===== src/rtl/stt_pkg.sv =====
// Purpose: Constants, field layout and state types of the 16-bit standard timer
// Assumes: 40 MHz system clock; high-speed clock equal to the system clock
// Notes: Registers are 8 bits wide in the low lane of 32-bit Avalon words
//
// Functional notes
// - 16-bit up counter on selected clock
// - P matches upper byte, A all bits
// - Software clears counter only via run rise
// - Selected match clears, raises flag; clear on A: overflow wraps, no flag
// - Hold bit freezes counter, resumes from value
// - Clock select picks internal divider or pin edge
// - Run bit enables; rising run clears counter
// - Run rise restores initial pin level
// - Mode field picks compare, capture, PWM, timer
// - Compare A match: none, low, high, toggle
// - PWM field: inactive, active, PWM, single pulse
// - Capture edge: rise, fall, both, off
// - Requested level equal initial gives no change
// - Initial level bit: start level or polarity
// - Invert bit flips pin, not capture or timer mode
// - Swap bit exchanges period and duty comparators
// - Clear select: A match, else P/overflow
// - Clear select ignored in PWM and capture
// - Counter read-only bytes, compare registers writable
// - Timer mode leaves pin undriven, field unused
// - P zero gives 65536, else N times 256
// - Clear on A: no P flag ever
// - A zero: overflow at FFFF, no A flag

package stt_pkg;

  // ---------------------------------------------------------------------
  // Register word indices (byte address is four times the index)
  // ---------------------------------------------------------------------
  localparam logic [2:0] ADDR_CTRL0 = 3'h0;
  localparam logic [2:0] ADDR_CTRL1 = 3'h1;
  localparam logic [2:0] ADDR_CNT_LO = 3'h2;
  localparam logic [2:0] ADDR_CNT_HI = 3'h3;
  localparam logic [2:0] ADDR_CMPA_LO = 3'h4;
  localparam logic [2:0] ADDR_CMPA_HI = 3'h5;
  localparam logic [2:0] ADDR_CMPP = 3'h6;
  localparam logic [2:0] ADDR_FLAGS = 3'h7;

  // ---------------------------------------------------------------------
  // Field positions
  // ---------------------------------------------------------------------
  localparam int C0_HOLD = 7;
  localparam int C0_CLK_HI = 6;
  localparam int C0_CLK_LO = 4;
  localparam int C0_RUN = 3;
  localparam logic [7:0] C0_MASK = 8'hf8;
  localparam int C1_MODE_HI = 7;
  localparam int C1_MODE_LO = 6;
  localparam int C1_PF_HI = 5;
  localparam int C1_PF_LO = 4;
  localparam int C1_OC = 3;
  localparam int C1_POL = 2;
  localparam int C1_DPX = 1;
  localparam int C1_CCL = 0;
  localparam int FLAG_A = 0;
  localparam int FLAG_P = 1;

  // ---------------------------------------------------------------------
  // Encodings
  // ---------------------------------------------------------------------
  localparam logic [2:0] CLK_SYS_DIV4 = 3'h0;
  localparam logic [2:0] CLK_SYS = 3'h1;
  localparam logic [2:0] CLK_HI_DIV16 = 3'h2;
  localparam logic [2:0] CLK_HI_DIV64 = 3'h3;
  localparam logic [2:0] CLK_SUB_A = 3'h4;
  localparam logic [2:0] CLK_SUB_B = 3'h5;
  localparam logic [2:0] CLK_EXT_RISE = 3'h6;
  localparam logic [2:0] CLK_EXT_FALL = 3'h7;
  localparam logic [1:0] PF_NONE = 2'h0;
  localparam logic [1:0] PF_LOW = 2'h1;
  localparam logic [1:0] PF_HIGH = 2'h2;
  localparam logic [1:0] PF_TOGGLE = 2'h3;
  localparam logic [1:0] PF_INACTIVE = 2'h0;
  localparam logic [1:0] PF_ACTIVE = 2'h1;
  localparam logic [1:0] PF_PWM = 2'h2;
  localparam logic [1:0] PF_PULSE = 2'h3;
  localparam logic [1:0] CAP_RISE = 2'h0;
  localparam logic [1:0] CAP_FALL = 2'h1;
  localparam logic [1:0] CAP_BOTH = 2'h2;
  localparam logic [1:0] CAP_OFF = 2'h3;

  typedef enum logic [1:0] {
    MODE_COMPARE,
    MODE_CAPTURE,
    MODE_PWM,
    MODE_TIMER
  } stt_mode_t;

  // ---------------------------------------------------------------------
  // Reset values and timing
  // ---------------------------------------------------------------------
  localparam logic [7:0] CTRL0_RST = 8'h00;
  localparam logic [7:0] CTRL1_RST = 8'h00;
  localparam logic [15:0] CMPA_RST = 16'h0000;
  localparam logic [7:0] CMPP_RST = 8'h00;
  localparam int SYS_CLK_HZ = 40000000;
  localparam int SUB_CLK_HZ = 32768;
  localparam int SUB_DIV = SYS_CLK_HZ / SUB_CLK_HZ;
  localparam logic [10:0] SUB_DIV_M1 = 11'(SUB_DIV - 1);
  localparam logic [1:0] PRE4_END = 2'h3;
  localparam logic [3:0] PRE16_END = 4'hf;
  localparam logic [5:0] PRE64_END = 6'h3f;
  localparam logic [16:0] P_ZERO_SPAN = 17'h10000;

  typedef struct packed {
    logic [7:0] ctrl0;
    logic [7:0] ctrl1;
    logic [15:0] cnt;
    logic [15:0] cmpa;
    logic [7:0] cmpp;
    logic flag_a;
    logic flag_p;
    logic pin_level;
    logic pin_out;
    logic pin_oe;
    logic [2:0] ext_sync;
    logic ext_lvl;
    logic [2:0] cap_sync;
    logic cap_lvl;
    logic [5:0] pre;
    logic [10:0] sub_cnt;
    logic waitrequest;
    logic [31:0] readdata;
  } stt_state_t;

  localparam stt_state_t ST_RESET = '{
    ctrl0: CTRL0_RST,
    ctrl1: CTRL1_RST,
    cmpa: CMPA_RST,
    cmpp: CMPP_RST,
    waitrequest: 1'b1,
    default: '0
  };

endpackage


===== src/rtl/stt_timer.sv =====
// Purpose: 16-bit multi-mode timer with two comparators behind an Avalon-MM slave
// Assumes: Single 40 MHz clock; pins are asynchronous and resynchronised here
// Notes: Each access takes two cycles; waitrequest drops for exactly one cycle
`timescale 1ns/1ps

module stt_timer (
  input wire logic sys_clk, // System clock
  input wire logic resetn, // Synchronous reset, active low
  input wire logic [2:0] avs_address, // Word index
  input wire logic avs_read, // Read strobe
  input wire logic avs_write, // Write strobe
  input wire logic [31:0] avs_writedata, // Write data, low byte used
  input wire logic [3:0] avs_byteenable, // Lane 0 gates writes
  output logic [31:0] avs_readdata, // Read data
  output logic avs_waitrequest, // Stall
  input wire logic external_count_clock_pin, // External count clock
  input wire logic capture_input_pin, // Capture trigger
  output logic timer_output_pin, // Timer output level
  output logic timer_output_oe, // High while driving the pin
  output logic compare_a_flag, // Comparator A event
  output logic compare_p_flag // Comparator P event
);

  stt_pkg::stt_state_t st;
  stt_pkg::stt_state_t next_st;

  stt_pkg::stt_mode_t mode;
  logic [1:0] pf;
  logic [2:0] clk_sel;
  logic run;
  logic hold;
  logic oc;
  logic tick;
  logic counting;
  logic ext_new;
  logic ext_rise;
  logic ext_fall;
  logic cap_new;
  logic cap_rise;
  logic cap_fall;
  logic cap_evt;
  logic sub_tick;
  logic [16:0] nxt17;
  logic [16:0] p_target;
  logic [16:0] a_target;
  logic [16:0] duty17;
  logic a_hit;
  logic p_hit;
  logic per_hit;
  logic pwm_on;
  logic set_a;
  logic set_p;
  logic clr_a;
  logic clr_p;
  logic taken;
  logic wr;
  logic run_rise_wr;
  logic [7:0] rd_byte;

  // -----------------------------------------------------------------------
  // Next-state logic
  // -----------------------------------------------------------------------
  always_comb begin
    next_st = st;
    mode = stt_pkg::stt_mode_t'(st.ctrl1[stt_pkg::C1_MODE_HI:stt_pkg::C1_MODE_LO]);
    pf = st.ctrl1[stt_pkg::C1_PF_HI:stt_pkg::C1_PF_LO];
    clk_sel = st.ctrl0[stt_pkg::C0_CLK_HI:stt_pkg::C0_CLK_LO];
    run = st.ctrl0[stt_pkg::C0_RUN];
    hold = st.ctrl0[stt_pkg::C0_HOLD];
    oc = st.ctrl1[stt_pkg::C1_OC];
    set_a = 1'b0;
    set_p = 1'b0;
    cap_evt = 1'b0;
    per_hit = 1'b0;
    rd_byte = 8'h00;

    // Three-stage pin sync; a level counts once stages two and three agree
    next_st.ext_sync = {st.ext_sync[1:0], external_count_clock_pin};
    ext_new = (st.ext_sync[1] == st.ext_sync[2]) ? st.ext_sync[2] : st.ext_lvl;
    ext_rise = ext_new & ~st.ext_lvl;
    ext_fall = ~ext_new & st.ext_lvl;
    next_st.ext_lvl = ext_new;
    next_st.cap_sync = {st.cap_sync[1:0], capture_input_pin};
    cap_new = (st.cap_sync[1] == st.cap_sync[2]) ? st.cap_sync[2] : st.cap_lvl;
    cap_rise = cap_new & ~st.cap_lvl;
    cap_fall = ~cap_new & st.cap_lvl;
    next_st.cap_lvl = cap_new;

    // Free-running prescalers; high-speed clock taken as the system clock
    next_st.pre = st.pre + 6'h01;
    sub_tick = (st.sub_cnt == stt_pkg::SUB_DIV_M1);
    next_st.sub_cnt = sub_tick ? 11'h000 : st.sub_cnt + 11'h001;

    case (clk_sel)
      stt_pkg::CLK_SYS_DIV4: tick = (st.pre[1:0] == stt_pkg::PRE4_END);
      stt_pkg::CLK_SYS: tick = 1'b1;
      stt_pkg::CLK_HI_DIV16: tick = (st.pre[3:0] == stt_pkg::PRE16_END);
      stt_pkg::CLK_HI_DIV64: tick = (st.pre == stt_pkg::PRE64_END);
      stt_pkg::CLK_SUB_A: tick = sub_tick;
      stt_pkg::CLK_SUB_B: tick = sub_tick;
      stt_pkg::CLK_EXT_RISE: tick = ext_rise;
      stt_pkg::CLK_EXT_FALL: tick = ext_fall;
      default: tick = 1'b0;
    endcase

    // Hold and stop both freeze the count without losing it
    counting = run & ~hold & tick;
    nxt17 = {1'b0, st.cnt} + 17'h00001;
    if (counting) begin
      next_st.cnt = nxt17[15:0];
    end

    // P looks only at the top byte, so its span is a multiple of 256
    p_target = (st.cmpp == 8'h00) ? stt_pkg::P_ZERO_SPAN : {1'b0, st.cmpp, 8'h00};
    a_target = {1'b0, st.cmpa};
    a_hit = counting & (st.cmpa != 16'h0000) & (nxt17 == a_target);
    p_hit = counting & (nxt17 == p_target);
    duty17 = st.ctrl1[stt_pkg::C1_DPX] ? p_target : a_target;
    pwm_on = ({1'b0, st.cnt} < duty17);

    case (mode)
      stt_pkg::MODE_COMPARE, stt_pkg::MODE_TIMER: begin
        if (st.ctrl1[stt_pkg::C1_CCL]) begin
          // Clear on A; P flag suppressed here, overflow wraps on its own
          set_a = a_hit;
          if (a_hit) begin
            next_st.cnt = 16'h0000;
          end
        end else begin
          set_a = a_hit;
          set_p = p_hit;
          if (p_hit) begin
            next_st.cnt = 16'h0000;
          end
        end
        if (mode == stt_pkg::MODE_COMPARE && a_hit) begin
          // Driving to the current level is naturally a no-op
          case (pf)
            stt_pkg::PF_NONE: next_st.pin_level = st.pin_level;
            stt_pkg::PF_LOW: next_st.pin_level = 1'b0;
            stt_pkg::PF_HIGH: next_st.pin_level = 1'b1;
            stt_pkg::PF_TOGGLE: next_st.pin_level = ~st.pin_level;
            default: next_st.pin_level = st.pin_level;
          endcase
        end
      end
      stt_pkg::MODE_CAPTURE: begin
        // Clear select has no say here; P always sets the period
        set_p = p_hit;
        if (p_hit) begin
          next_st.cnt = 16'h0000;
        end
        case (pf)
          stt_pkg::CAP_RISE: cap_evt = run & cap_rise;
          stt_pkg::CAP_FALL: cap_evt = run & cap_fall;
          stt_pkg::CAP_BOTH: cap_evt = run & (cap_rise | cap_fall);
          stt_pkg::CAP_OFF: cap_evt = 1'b0;
          default: cap_evt = 1'b0;
        endcase
        if (cap_evt) begin
          next_st.cmpa = st.cnt;
          set_a = 1'b1;
        end
      end
      stt_pkg::MODE_PWM: begin
        per_hit = st.ctrl1[stt_pkg::C1_DPX] ? a_hit : p_hit;
        set_a = a_hit;
        set_p = p_hit;
        if (per_hit) begin
          next_st.cnt = 16'h0000;
        end
        // Initial level bit acts as the active level in this mode
        case (pf)
          stt_pkg::PF_INACTIVE: next_st.pin_level = ~oc;
          stt_pkg::PF_ACTIVE: next_st.pin_level = oc;
          stt_pkg::PF_PWM: next_st.pin_level = pwm_on ? oc : ~oc;
          stt_pkg::PF_PULSE: begin
            if (a_hit) begin
              // Pulse ends at A; the timer switches itself off
              next_st.pin_level = ~oc;
              next_st.ctrl0[stt_pkg::C0_RUN] = 1'b0;
            end
          end
          default: next_st.pin_level = st.pin_level;
        endcase
      end
      default: next_st = st;
    endcase

    // Bus: request taken at the edge where waitrequest is seen low
    taken = (avs_read | avs_write) & ~st.waitrequest;
    wr = taken & avs_write & avs_byteenable[0];
    clr_a = wr & (avs_address == stt_pkg::ADDR_FLAGS) & avs_writedata[stt_pkg::FLAG_A];
    clr_p = wr & (avs_address == stt_pkg::ADDR_FLAGS) & avs_writedata[stt_pkg::FLAG_P];
    run_rise_wr = wr & (avs_address == stt_pkg::ADDR_CTRL0) &
                  avs_writedata[stt_pkg::C0_RUN] & ~run;

    // Set wins over a clear in the same cycle
    next_st.flag_a = (st.flag_a & ~clr_a) | set_a;
    next_st.flag_p = (st.flag_p & ~clr_p) | set_p;

    if (wr) begin
      case (avs_address)
        stt_pkg::ADDR_CTRL0: begin
          next_st.ctrl0 = avs_writedata[7:0] & stt_pkg::C0_MASK;
          if (run_rise_wr) begin
            next_st.cnt = 16'h0000;
            next_st.pin_level = oc;
          end
        end
        stt_pkg::ADDR_CTRL1: next_st.ctrl1 = avs_writedata[7:0];
        stt_pkg::ADDR_CMPA_LO: next_st.cmpa[7:0] = avs_writedata[7:0];
        stt_pkg::ADDR_CMPA_HI: next_st.cmpa[15:8] = avs_writedata[7:0];
        stt_pkg::ADDR_CMPP: next_st.cmpp = avs_writedata[7:0];
        default: next_st.cmpp = next_st.cmpp;
      endcase
    end

    case (avs_address)
      stt_pkg::ADDR_CTRL0: rd_byte = st.ctrl0;
      stt_pkg::ADDR_CTRL1: rd_byte = st.ctrl1;
      stt_pkg::ADDR_CNT_LO: rd_byte = st.cnt[7:0];
      stt_pkg::ADDR_CNT_HI: rd_byte = st.cnt[15:8];
      stt_pkg::ADDR_CMPA_LO: rd_byte = st.cmpa[7:0];
      stt_pkg::ADDR_CMPA_HI: rd_byte = st.cmpa[15:8];
      stt_pkg::ADDR_CMPP: rd_byte = st.cmpp;
      stt_pkg::ADDR_FLAGS: rd_byte = {6'h00, st.flag_p, st.flag_a};
      default: rd_byte = 8'h00;
    endcase

    if ((avs_read | avs_write) & st.waitrequest) begin
      next_st.waitrequest = 1'b0;
      next_st.readdata = avs_read ? {24'h000000, rd_byte} : 32'h00000000;
    end else begin
      next_st.waitrequest = 1'b1;
    end

    // Pin released in capture and timer modes
    next_st.pin_oe = (mode == stt_pkg::MODE_COMPARE) | (mode == stt_pkg::MODE_PWM);
    next_st.pin_out = next_st.pin_oe &
                      (next_st.pin_level ^ st.ctrl1[stt_pkg::C1_POL]);
  end

  // -----------------------------------------------------------------------
  // State register
  // -----------------------------------------------------------------------
  always_ff @(posedge sys_clk) begin
    if (!resetn) begin
      st <= stt_pkg::ST_RESET;
    end else begin
      st <= next_st;
    end
  end

  assign avs_readdata = st.readdata;
  assign avs_waitrequest = st.waitrequest;
  assign timer_output_pin = st.pin_out;
  assign timer_output_oe = st.pin_oe;
  assign compare_a_flag = st.flag_a;
  assign compare_p_flag = st.flag_p;

  // -----------------------------------------------------------------------
  // Checks
  // -----------------------------------------------------------------------
  chk_run_clear: assert property (@(posedge sys_clk) disable iff (!resetn)
    run_rise_wr |=> (st.cnt == 16'h0000) && st.ctrl0[stt_pkg::C0_RUN])
    else $error("counter not cleared on run rise");

  chk_cnt_steps: assert property (@(posedge sys_clk) disable iff (!resetn)
    (st.cnt != $past(st.cnt)) |->
      (st.cnt == 16'h0000) || (st.cnt == 16'($past(st.cnt) + 16'h0001)))
    else $error("counter moved other than step or clear");

  chk_hold_freeze: assert property (@(posedge sys_clk) disable iff (!resetn)
    (hold && !run_rise_wr) |=> $stable(st.cnt))
    else $error("counter moved while held");

  chk_stop_freeze: assert property (@(posedge sys_clk) disable iff (!resetn)
    (!run && !run_rise_wr) |=> $stable(st.cnt))
    else $error("counter moved while stopped");

  chk_no_p_flag: assert property (@(posedge sys_clk) disable iff (!resetn)
    $rose(st.flag_p) |->
      !($past(st.ctrl1[stt_pkg::C1_CCL]) && ($past(mode) != stt_pkg::MODE_PWM) &&
        ($past(mode) != stt_pkg::MODE_CAPTURE)))
    else $error("P flag raised while clearing on A");

  chk_p_upper: assert property (@(posedge sys_clk) disable iff (!resetn)
    $rose(st.flag_p) |-> ($past(st.cnt[7:0]) == 8'hff) && (st.cnt == 16'h0000 ||
      $past(mode) == stt_pkg::MODE_PWM))
    else $error("P match off a 256 boundary");

  chk_a_zero: assert property (@(posedge sys_clk) disable iff (!resetn)
    ($rose(st.flag_a) && $past(mode) != stt_pkg::MODE_CAPTURE) |-> ($past(st.cmpa) != 16'h0))
    else $error("A flag with compare A zero");

  chk_pin_none: assert property (@(posedge sys_clk) disable iff (!resetn)
    (mode == stt_pkg::MODE_COMPARE && pf == stt_pkg::PF_NONE && !wr) |=> $stable(st.pin_level))
    else $error("pin changed with no-change field");

  chk_pin_init: assert property (@(posedge sys_clk) disable iff (!resetn)
    (run_rise_wr && mode == stt_pkg::MODE_COMPARE) |=>
      (st.pin_out == ($past(oc) ^ $past(st.ctrl1[stt_pkg::C1_POL]))))
    else $error("pin not at initial level after run rise");

  chk_timer_undrv: assert property (@(posedge sys_clk) disable iff (!resetn)
    (mode == stt_pkg::MODE_TIMER) |=> !st.pin_oe && !st.pin_out)
    else $error("pin driven in timer mode");

  chk_low_zero: assert property (@(posedge sys_clk) disable iff (!resetn)
    (!st.waitrequest && avs_read && avs_address == stt_pkg::ADDR_CTRL0) |->
      (st.readdata[2:0] == 3'h0))
    else $error("unused control bits read nonzero");

  chk_bus_answer: assert property (@(posedge sys_clk) disable iff (!resetn)
    ((avs_read || avs_write) && st.waitrequest) |=> !st.waitrequest ##1 st.waitrequest)
    else $error("waitrequest not low for exactly one cycle");

endmodule


===== config.mk =====
export PLATFORM = sky130hd
export DESIGN_NAME = stt_timer
export DESIGN_NICKNAME = d
export VERILOG_FILES = /design/src/rtl/stt_pkg.sv /design/src/rtl/stt_timer.sv
export SDC_FILE = /design/constraint.sdc
export NUM_CORES = 1
export LEC_CHECK = 0
export BUFFER_PORTS_ARGS = -buffer_cell sky130_fd_sc_hd__buf_2
export CORE_ASPECT_RATIO = 0.8
export CORE_UTILIZATION = 53
export CTS_CLUSTER_DIAMETER = 120
export CTS_CLUSTER_SIZE = 24
export DETAILED_ROUTE_END_ITERATION = 7
export GPL_ROUTABILITY_DRIVEN = 0
export PLACE_DENSITY = 0.79
export SYNTH_ARGS = -nofsm -noshare
export SYNTH_HDL_FRONTEND = slang
export SYNTH_SLANG_ARGS = --single-unit
export TNS_END_PERCENT = 10

===== constraint.sdc =====
create_clock -name sys_clk -period 3 [get_ports sys_clk]
set_input_delay 0.45 -clock sys_clk [delete_from_list [all_inputs] [get_ports sys_clk]]
set_output_delay 0.45 -clock sys_clk [all_outputs]
set_load 0.02 [all_outputs]

==> results of run 1 <==
-- placed cells by master, fill, tap and decap left out, drive strengths merged, types with 5 or more instances in the layout --
| master | count |
|---|---|
| nand2 | 58 |
| a21oi | 31 |
| o211a | 16 |
| ha | 29 |
| nand4 | 11 |
| nor2b | 37 |
| a211oi | 6 |
| inv | 23 |
| nand3 | 22 |
| nor2 | 63 |
| clkbuf | 9 |
| buf | 119 |
| and2 | 16 |
| nand2b | 9 |
| nor4 | 9 |
| xnor2 | 40 |
| and3 | 11 |
| or4 | 7 |
| a21boi | 7 |
| nor3 | 16 |
| mux2i | 60 |
| xor2 | 16 |
| o21ai | 14 |
| a31oi | 5 |
| dfxtp | 92 |
| conb | 24 |
-- final cells by class --
cell class              count  area share, %
clock buffers               9           2.98
clock inverters             7           1.24
inverters                  20          0.992
multi-input cells         579           56.5
flip-flops and latches     92           24.6
well taps                 148           2.45
repair buffers            119           11.3
-- worst min path at each step --
stage,end,slack (ps),cells after the start
floorplan,next_st[53],410,1
global placement,next_st[53],420,1
detailed placement,next_st[53],420,1
CTS,next_st[52],310,2
global route,next_st[56],310,2
finish,next_st[52],300,2
-- cell families after synthesis --
logic type               after synthesis
XOR/XNOR                              57
multiplexers                          64
flip-flops                            92
other                                  1
adder cells (fa/ha/maj)               30
AND/OR/NAND/NOR                      281
buffers and inverters                 95
AO/OA/AOI/OAI                        123
-- layer usage --
layer	track usage (%)	share of wire [%]	up-vias
met5	0.784	0	-
met4	12.0	3.2	0
met3	7.32	9.7	62
met2	48.9	45	327
met1	39.8	42	2869
li1	-	-	2723
-- per-stage QoR --
| stage | hold WS, ps | area [um^2] |
|---|---|---|
| 2_1_floorplan | 412 | 6530 |
| 3_3_place_gp | 417 | 7040 |
| 3_5_place_dp | 419 | 7040 |
| 4_1_cts | 306 | 7480 |
| 5_1_grt | 307 | 7570 |
| 6_report | 298 | 7570 |
-- what timing repair did --
action | CTS | global route
gates cloned | 1 | 0
hold buffers | 0 | 0
setup endpoints to repair | 18 | 19
buffers inserted | 3 | 1
gates resized for setup | 20 | 27
pin swaps | 18 | 14
-- critical path, delay by kind of cell (launching register included) --
family,cells,cell delay (ps)
AO/OA/AOI/OAI,3,480
adder cells (fa/ha/maj),1,170
buffers and inverters,3,480
AND/OR/NAND/NOR,7,1530
flip-flops,1,390
-- report_power, final --
part,total [mW],switching (mW),internal (mW)
combinational,0.229,0.147,0.0822
clock,1.24,0.571,0.670
sequential,1.25,0.0153,1.24
total,2.72,0.733,1.99
-- flip-flops by register name, summed over array words and instances (netlist names) --
signal,cells
pf,2
compare_p_flag,1
clk_sel,3
compare_a_flag,1
hold,1
st,49
timer_output_oe,1
avs_readdata,8
oc,1
next_st,4
timer_output_pin,1
avs_waitrequest,1
mode,2
run,1
a_target,16
==> flow_metrics.env, run 1 <==
export IMPL_status="finished, violations left"
export IMPL_violations="negative setup slack"
export IMPL_yosys_area_share_xor_xnor_pct=7.97
export IMPL_cts_tree="built"
export IMPL_async_reset_ff_share_pct=0
export IMPL_cts_buffers=9
export IMPL_cp_required_ps=3300
export IMPL_fin_nets=895
export IMPL_synth_top_cell_area_share_pct=28.6
export IMPL_fillCellCount=918
export IMPL_drive_gt1_share_pct=24.0
export IMPL_grt_remaining_overflow=0
export IMPL_initial_core_util_pct=55.2
export IMPL_synth_distinct_cells=80
export IMPL_slew_viol_final=0
export IMPL_cp_arrival_ps=3430
export IMPL_fin_skew_ps=10.9
export IMPL_synthAdderAreaFrac_pct=5.80
export IMPL_critical_path_cell_chain="ha_4, nand2_4, or4_4, o221ai_2, nor4bb_4, buf_4, nand4b_4, buf_4, nor3_4, a21boi_2, a21boi_2, or4b_4, buf_16, nor2_4"
export IMPL_synthTopCellsByArea="dfxtp_1, mux2i_1, ha_1"
export IMPL_area_delta_synth_final_pct=17.6
export IMPL_synth_compound_area_share_pct=13.9
export IMPL_drc=0
export IMPL_synth_simple_area_share_pct=25.1
export IMPL_post_place_cells=954
export IMPL_via_per_inst=6.14
export IMPL_multi_input_area_um2=4270
export IMPL_power_mw=2.72
export IMPL_r2r_end="st[100]"
export IMPL_insertion_delay_ps=360
export IMPL_postRouteAntennaNets=0
export IMPL_critPathLaunch="st[87]"
export IMPL_core_area_um2=11600
export IMPL_final_setup_viol_count=17
export IMPL_synth_top_family_by_area="simple AND/OR/NAND/NOR gates"
export IMPL_rsz0062_at_grt="true"
export IMPL_min_delay_start="capture_input_pin"
export IMPL_cts_root_buf="clkbuf_16"
export IMPL_dieArea_um2=12600
export IMPL_hold_class="primary input to flip-flop"
export IMPL_cap_violations=0
export IMPL_cp_end_kind="flip-flop"
export IMPL_final_cell_count_no_fill=974
export IMPL_tns_ps=-1920
export IMPL_first_pass_iters=8
export IMPL_ctsHtreeMaxLevel=3
export IMPL_path_class="flip-flop to flip-flop"
export IMPL_synth_edf_count=0
export IMPL_rr_worst_depth=14
export IMPL_synthesis_instances=743
export IMPL_grt_pass1_vias=5698
export IMPL_seq_area_frac_synth_pct=28.6
export IMPL_endpoint="st[100]"
export IMPL_hold_viol=0
export IMPL_ys_ff_latch=92
export IMPL_grt_max_degree=68
export IMPL_vias=5981
export IMPL_synth_common_cells="dfxtp_1, mux2i_1, nand2_1"
export IMPL_synthFlopType="dfxtp_1"
export IMPL_synth_area_um2=6430
export IMPL_die_y_um=101
export IMPL_die_x_um=125
export IMPL_fin_util_pct=65.0
export IMPL_io_buffer_count=30
export IMPL_wire_per_inst_um=19.4
export IMPL_grt_pass1_wl_um=29900
export IMPL_fin_crit_ps=3130
export IMPL_fin_ws_ps=-130
export IMPL_power_leakage_nw=3.32
export IMPL_fin_crit_sh_pct=104
export IMPL_pwr_density_cell_nw_per_um2=360
export IMPL_crit_path_top_delay_cell="or4b_4"
export IMPL_post_synth_mux_area_share_pct=10.0
export IMPL_place_worst_setup_slack_ps=-299
export IMPL_r2r_start="st[87]"
export IMPL_start_kind="flip-flop"
export IMPL_yosysTopAreaCell="dfxtp_1"
export IMPL_n_antenna_cell=0
export IMPL_yosys_warnings=0
export IMPL_initialDrtViolationCount=716
export IMPL_cp_max_fo=8
export IMPL_drt_wl_total_um=18900
export IMPL_path_clk_slew_ps=80
export IMPL_clockBufferDepth=2
export IMPL_antenna_found_initial=0
export IMPL_io_pins=82
export IMPL_avgSynthCellArea_um2=8.66
export IMPL_rows=35
export IMPL_fmax_mhz=319
export IMPL_hpwlAfterDp_um=13500
export IMPL_ir_drop_uv=289
export IMPL_slowest_delay_ps=610
export IMPL_worstMarginPinSlew_ps=637
export IMPL_r2r_slack_ps=-130
export IMPL_relSlewSlack_pct=57.4
export IMPL_yosysMostFrequentCell="dfxtp_1"
export IMPL_track_usage_pct=30.5
export IMPL_cts_sinks=92
export IMPL_seq_area_um2=1860
No activity file was read; power rests on OpenSTA's default activity.
==> run 2, diff against run 1 <==
--- a/config.mk
+++ b/config.mk
@@ -7,12 +7,14 @@
 export LEC_CHECK = 0
 export BUFFER_PORTS_ARGS = -buffer_cell sky130_fd_sc_hd__buf_2
 export CORE_ASPECT_RATIO = 0.8
+export CORE_MARGIN = 2
 export CORE_UTILIZATION = 53
 export CTS_CLUSTER_DIAMETER = 120
 export CTS_CLUSTER_SIZE = 24
 export DETAILED_ROUTE_END_ITERATION = 7
 export GPL_ROUTABILITY_DRIVEN = 0
 export PLACE_DENSITY = 0.79
+export SETUP_SLACK_MARGIN = 0.5
 export SYNTH_ARGS = -nofsm -noshare
 export SYNTH_HDL_FRONTEND = slang
 export SYNTH_SLANG_ARGS = --single-unit
==> run 2 against run 1 <==
The run still ends with negative setup slack left; via count up 1.3%; cell count up 0.41%; worst hold slack better by 8.0 ps; critical path depth down 2; global-route usage down 1.2 points; clock-buffer cell count unchanged; die area up 3.6%; sequential cell count unchanged; largest cell class unchanged.
==> flow_metrics.env, run 2 (same netlist as run 1, synthesis figures left out) <==
export IMPL_ir_drop_uv=252
export IMPL_cts_buffers=9
export IMPL_first_pass_iters=6
export IMPL_cp_arrival_ps=3420
export IMPL_postRouteAntennaNets=0
export IMPL_worstMarginPinSlew_ps=745
export IMPL_io_buffer_count=30
export IMPL_n_antenna_cell=0
export IMPL_antenna_found_initial=0
export IMPL_die_y_um=103
export IMPL_cp_max_fo=8
export IMPL_rsz0062_at_grt="true"
export IMPL_drc=0
export IMPL_rr_worst_depth=12
export IMPL_largest_reg_flops=49
export IMPL_slew_viol_final=0
export IMPL_path_clk_slew_ps=70
export IMPL_hold_slack_ps=306
export IMPL_status="finished, violations left"
export IMPL_insertion_delay_ps=340
export IMPL_area_delta_synth_final_pct=19.0
export IMPL_hold_viol=0
export IMPL_initialDrtViolationCount=608
export IMPL_track_usage_pct=29.3
export IMPL_clockBufferDepth=2
export IMPL_power_leakage_nw=3.37
export IMPL_final_common_cell="buf_4"
export IMPL_multi_input_area_um2=4300
export IMPL_via_per_inst=6.19
export IMPL_power_mw=2.69
export IMPL_wire_per_inst_um=19.5
export IMPL_critPathLaunch="st[87]"
export IMPL_dieArea_um2=13000
export IMPL_violations="negative setup slack"
export IMPL_cp_end_kind="flip-flop"
export IMPL_grt_max_degree=45
export IMPL_hold_class="primary input to flip-flop"
export IMPL_drt_wl_total_um=19000
export IMPL_core_area_um2=11700
export IMPL_cp_required_ps=3280
export IMPL_start_kind="flip-flop"
export IMPL_r2r_end="st[94]"
export IMPL_final_cell_mix="buf_4, dfxtp_1, mux2i_1"
export IMPL_fmax_mhz=318
export IMPL_final_setup_viol_count=17
export IMPL_relSlewSlack_pct=50.2
export IMPL_seq_area_um2=1870
export IMPL_cap_violations=0
export IMPL_grt_remaining_overflow=0
export IMPL_io_pins=82
export IMPL_fin_nets=899
export IMPL_fin_skew_ps=6.23
export IMPL_grt_pass1_wl_um=30300
export IMPL_fin_ws_ps=-140
export IMPL_drive_gt1_share_pct=25.5
export IMPL_r2r_slack_ps=-140
export IMPL_fin_crit_ps=3140
export IMPL_top_register="st"
export IMPL_endpoint="st[94]"
export IMPL_cts_tree="built"
export IMPL_ctsHtreeMaxLevel=3
export IMPL_hpwlAfterDp_um=13700
export IMPL_cts_root_buf="clkbuf_16"
export IMPL_rows=35
export IMPL_r2r_start="st[87]"
export IMPL_pwr_density_cell_nw_per_um2=352
export IMPL_initial_core_util_pct=55.0
export IMPL_vias=6056
export IMPL_cts_sinks=92
export IMPL_fillCellCount=900
export IMPL_path_class="flip-flop to flip-flop"
export IMPL_fin_crit_sh_pct=105
export IMPL_grt_pass1_vias=5791
export IMPL_die_x_um=127
[run 2: worst min path at each step]
stage / from / to / slack (ps) / cells past startpoint
after floorplan: st[33] / st[33] / 410 / 1
after global placement: next_st[56] / next_st[57] / 410 / 1
after detailed placement: next_st[56] / next_st[57] / 420 / 1
after CTS: external_count_clock_pin / next_st[56] / 300 / 2
after global routing: external_count_clock_pin / next_st[56] / 300 / 2
final: external_count_clock_pin / next_st[56] / 310 / 2
[run 2: per-layer routing]
metal | up-vias | track usage (%) | wire, um
li1 | 2730 | - | -
met1 | 2880 | 39.8 | 7970
met2 | 384 | 48.1 | 8510
met3 | 62 | 6.33 | 2060
met4 | 0 | 7.69 | 500
met5 | - | 0 | 0
[run 2: where the power goes]
group / total, mW / internal [mW] / leakage, nW / switching [mW]
Combinational: 0.235 / 0.0828 / 2.46 / 0.152
Sequential: 1.25 / 1.23 / 0.753 / 0.0163
Clock: 1.21 / 0.668 / 0.152 / 0.538
Total: 2.69 / 1.99 / 3.37 / 0.706
[run 2: final cells by class]
type                    instances  share of cell area (%)
clock buffers                   9                    2.94
well taps                     148                    2.42
multi-input cells             579                    56.2
clock inverters                 7                    1.19
inverters                      20                   0.980
flip-flops and latches         92                    24.5
repair buffers                123                    11.8
[run 2: per-stage QoR]
step	setup TNS (ps)	cells	util [%]	instance area (um^2)	setup slack, ps
finish	-2140	978	65.5	7660	-140
global route	-3720	978	65.5	7660	-224
CTS	-1160	976	64.8	7580	-74.9
detailed placement	-4920	956	60.8	7110	-303
global placement	-3190	956	60.8	7110	-208
floorplan	0	766	-	6610	46.9
[run 2: critical path, stage by stage, from the launching register on]
cell	delay (ps)
dfxtp_4	370
ha_4	160
and4_4	230
nand2_4	60
or4_1	480
and3_1	170
mux2i_1	200
a2111o_1	280
or2_1	170
a21oi_2	60
or4b_4	610
buf_12	190
nor2_4	90
[run 2: repair_timing]
action	4_1_cts	5_1_grt
endpoints found under the setup margin	37	37
cloned	1	0
pin swaps	24	10
hold buffers	0	0
gates resized for setup	34	20
buffers inserted	3	2
==> run 3, diff against run 2 <==
--- a/config.mk
+++ b/config.mk
@@ -5,6 +5,7 @@
 export SDC_FILE = /design/constraint.sdc
 export NUM_CORES = 1
 export LEC_CHECK = 0
+export ABC_AREA = 1
 export BUFFER_PORTS_ARGS = -buffer_cell sky130_fd_sc_hd__buf_2
 export CORE_ASPECT_RATIO = 0.8
 export CORE_MARGIN = 2
@@ -14,6 +15,7 @@
 export DETAILED_ROUTE_END_ITERATION = 7
 export GPL_ROUTABILITY_DRIVEN = 0
 export PLACE_DENSITY = 0.79
+export RECOVER_POWER = 25
 export SETUP_SLACK_MARGIN = 0.5
 export SYNTH_ARGS = -nofsm -noshare
 export SYNTH_HDL_FRONTEND = slang
==> run 3 against run 2 <==
The run ends with design-rule violations left; final area is 8.3% lower; clock-buffer cell count unchanged; fmax up 20%; sequential share of layout area grew 2.1 points; combinational power decreased by 6%; core utilization is 3.8 points lower; global-route usage increased by 0.22 points; synthesized cell count grew 25%; setup slack better by 520 ps; clock skew increased by 1.7 ps; routed wire length shrank 3.1%; critical path type unchanged.
==> flow_metrics.env, run 3 <==
export IMPL_status="finished, violations left"
export IMPL_violations="design-rule violations"
export IMPL_critical_path_top_delay_family="simple AND/OR/NAND/NOR gates"
export IMPL_postCtsHoldBufs=0
export IMPL_rsz0062_at_grt="true"
export IMPL_async_reset_ff_share_pct=0
export IMPL_clockBufferDepth=2
export IMPL_start_kind="flip-flop"
export IMPL_r2r_end="st[90]"
export IMPL_cts_tree="built"
export IMPL_ys_ff_latch=92
export IMPL_drt_wl_total_um=18400
export IMPL_initial_core_util_pct=53.6
export IMPL_cap_violations=0
export IMPL_die_y_um=100
export IMPL_synthTopCellsByArea="dfxtp_1, nand2_1, inv_1"
export IMPL_cp_max_fo=6
export IMPL_rr_worst_depth=17
export IMPL_cts_root_buf="clkbuf_16"
export IMPL_cp_required_ps=3230
export IMPL_holdPathEnd="next_st[56]"
export IMPL_via_per_inst=5.81
export IMPL_drive_gt1_share_pct=15.7
export IMPL_rows=35
export IMPL_fin_crit_ps=2620
export IMPL_area_delta_synth_final_pct=15.0
export IMPL_yosysMostFrequentCell="nand2_1"
export IMPL_r2r_slack_ps=380
export IMPL_slew_viol_final=0
export IMPL_power_leakage_nw=2.95
export IMPL_io_buffer_count=30
export IMPL_power_share_clock_pct=43.4
export IMPL_postRouteAntennaNets=0
export IMPL_post_place_cells=1087
export IMPL_die_x_um=124
export IMPL_n_antenna_cell=0
export IMPL_insertion_delay_ps=350
export IMPL_synth_edf_count=0
export IMPL_top_register="st"
export IMPL_synthFlopType="dfxtp_1"
export IMPL_grt_remaining_overflow=0
export IMPL_core_area_um2=11400
export IMPL_vias=6475
export IMPL_slowest_delay_ps=380
export IMPL_fin_skew_ps=7.97
export IMPL_final_common_cell="nand2_1"
export IMPL_synth_top_cell_area_share_pct=30.2
export IMPL_pwr_share_comb_pct=8.5
export IMPL_p_sw_share_pct=27.6
export IMPL_worstMarginPinSlew_ps=1190
export IMPL_fin_nets=1035
export IMPL_crit_path_frequent_cell="nand2_1"
export IMPL_track_usage_pct=29.5
export IMPL_synth_common_cells="nand2_1, inv_1, dfxtp_1"
export IMPL_io_pins=82
export IMPL_r2r_start="st[87]"
export IMPL_p_sw_uw=720
export IMPL_grt_pass1_wl_um=28400
export IMPL_synth_area_um2=6110
export IMPL_relSlewSlack_pct=20.8
export IMPL_synthesis_instances=926
export IMPL_cp_arrival_ps=2850
export IMPL_hpwlAfterDp_um=13300
export IMPL_antenna_found_initial=0
export IMPL_dieArea_um2=12400
export IMPL_initialDrtViolationCount=909
export IMPL_hold_class="primary input to flip-flop"
export IMPL_avgSynthCellArea_um2=6.59
export IMPL_path_class="flip-flop to flip-flop"
export IMPL_ir_drop_uv=340
export IMPL_min_path_cells=3
export IMPL_cts_buffers=9
export IMPL_pwr_share_seq_pct=48.1
export IMPL_final_cell_mix="nand2_1, inv_1, o21ai_0"
export IMPL_yosys_warnings=0
export IMPL_fin_util_pct=61.7
export IMPL_pwr_density_cell_nw_per_um2=371
export IMPL_final_setup_viol_count=0
export IMPL_grt_pass1_vias=5628
export IMPL_drc=25
export IMPL_grt_max_degree=33
export IMPL_fmax_mhz=382
export IMPL_largest_reg_flops=49
export IMPL_wire_per_inst_um=16.6
export IMPL_synth_distinct_cells=42
export IMPL_cp_buffers_inverters=3
export IMPL_cts_sinks=92
export IMPL_critical_path_cell_chain="buf_8, inv_1, nor2_4, nand3_1, nand2_1, nand2_1, nand2_1, nand2_1, nor2_1, nand3_2, nor2_4, nand2_2, nor3_4, nor3_2, nand2_4, buf_16, nor2_4"
export IMPL_yosysTopAreaCell="dfxtp_1"
export IMPL_crit_path_top_delay_cell="dfxtp_4"
export IMPL_ctsHtreeMaxLevel=3
export IMPL_tns_ps=0
export IMPL_fin_crit_sh_pct=87.3
export IMPL_cp_end_kind="flip-flop"
export IMPL_path_clk_slew_ps=70
export IMPL_cp_num_cells=17
export IMPL_hold_viol=0
export IMPL_seq_area_frac_synth_pct=30.2
export IMPL_min_delay_start="external_count_clock_pin"
export IMPL_first_pass_iters=8
export IMPL_final_cell_count_no_fill=1114
export IMPL_p_int_mw=1.88
## run 3: kinds of logic after synthesis
| family | count (synthesis) | synth area share (%) |
|---|---|---|
| AO/OA/AOI/OAI | 207 | 18.9 |
| adder cells (fa/ha/maj) | 29 | 5.94 |
| other | 1 | 0.0614 |
| XOR/XNOR | 7 | 1.00 |
| buffers and inverters | 189 | 13.9 |
| flip-flops | 92 | 30.2 |
| AND/OR/NAND/NOR | 401 | 30.0 |
## run 3: per-layer routing
layer / vias up / GRT usage [%] / part of all wire [%]
met5: - / 0 / 0
met4: 0 / 8.56 / 3.0
met3: 80 / 11.0 / 13
met2: 376 / 42.9 / 42
met1: 2954 / 41.0 / 41
li1: 3065 / - / -
## run 3: worst max path at each step
stage | start | to | slack, ps
2_1_floorplan | st[104] | timer_output_pin | 540
3_3_place_gp | st[90] | st[93] | 260
3_5_place_dp | st[90] | st[94] | 220
4_1_cts | st[87] | timer_output_pin | 490
5_1_grt | st[87] | timer_output_pin | 270
6_report | st[87] | st[90] | 380
## run 3: cell type report
| cell class | instances | area, um^2 |
|---|---|---|
| clock buffers | 9 | 225 |
| fillers | 1077 | 4370 |
| multi-input cells | 668 | 3790 |
| clock inverters | 7 | 70.1 |
| well taps | 148 | 185 |
| inverters | 135 | 510 |
| repair buffers | 55 | 375 |
| flip-flops and latches | 92 | 1870 |
## run 3: per-stage QoR
stage | power (mW) | hold WS (ps) | setup WS, ps | instance area [um^2]
floorplan | 1.44 | 390 | 538 | 6190
global placement | 1.47 | 393 | 261 | 6290
detailed placement | 1.47 | 400 | 220 | 6290
CTS | 2.60 | 279 | 492 | 6830
global route | 2.69 | 275 | 272 | 7020
finish | 2.60 | 282 | 382 | 7020
## run 3: tightest hold or removal path: stages
cell and delay, ps:
buf_2 70, nand2_1 40, inv_1 40
## run 3: timing repair
action	in CTS	in global routing
endpoints found under the setup margin	18	34
setup buffers	7	3
pin swaps	16	23
gates resized for setup	45	46
gates cloned	1	0
## run 3: power groups by stage
stage               registers [mW]  clock network (mW)  logic (mW)
floorplan                     1.28                   0       0.163
finish                        1.25                1.13       0.221
global placement              1.28                   0       0.191
CTS                           1.25                1.14       0.209
global route                  1.25                1.19       0.241
detailed placement            1.28                   0       0.193
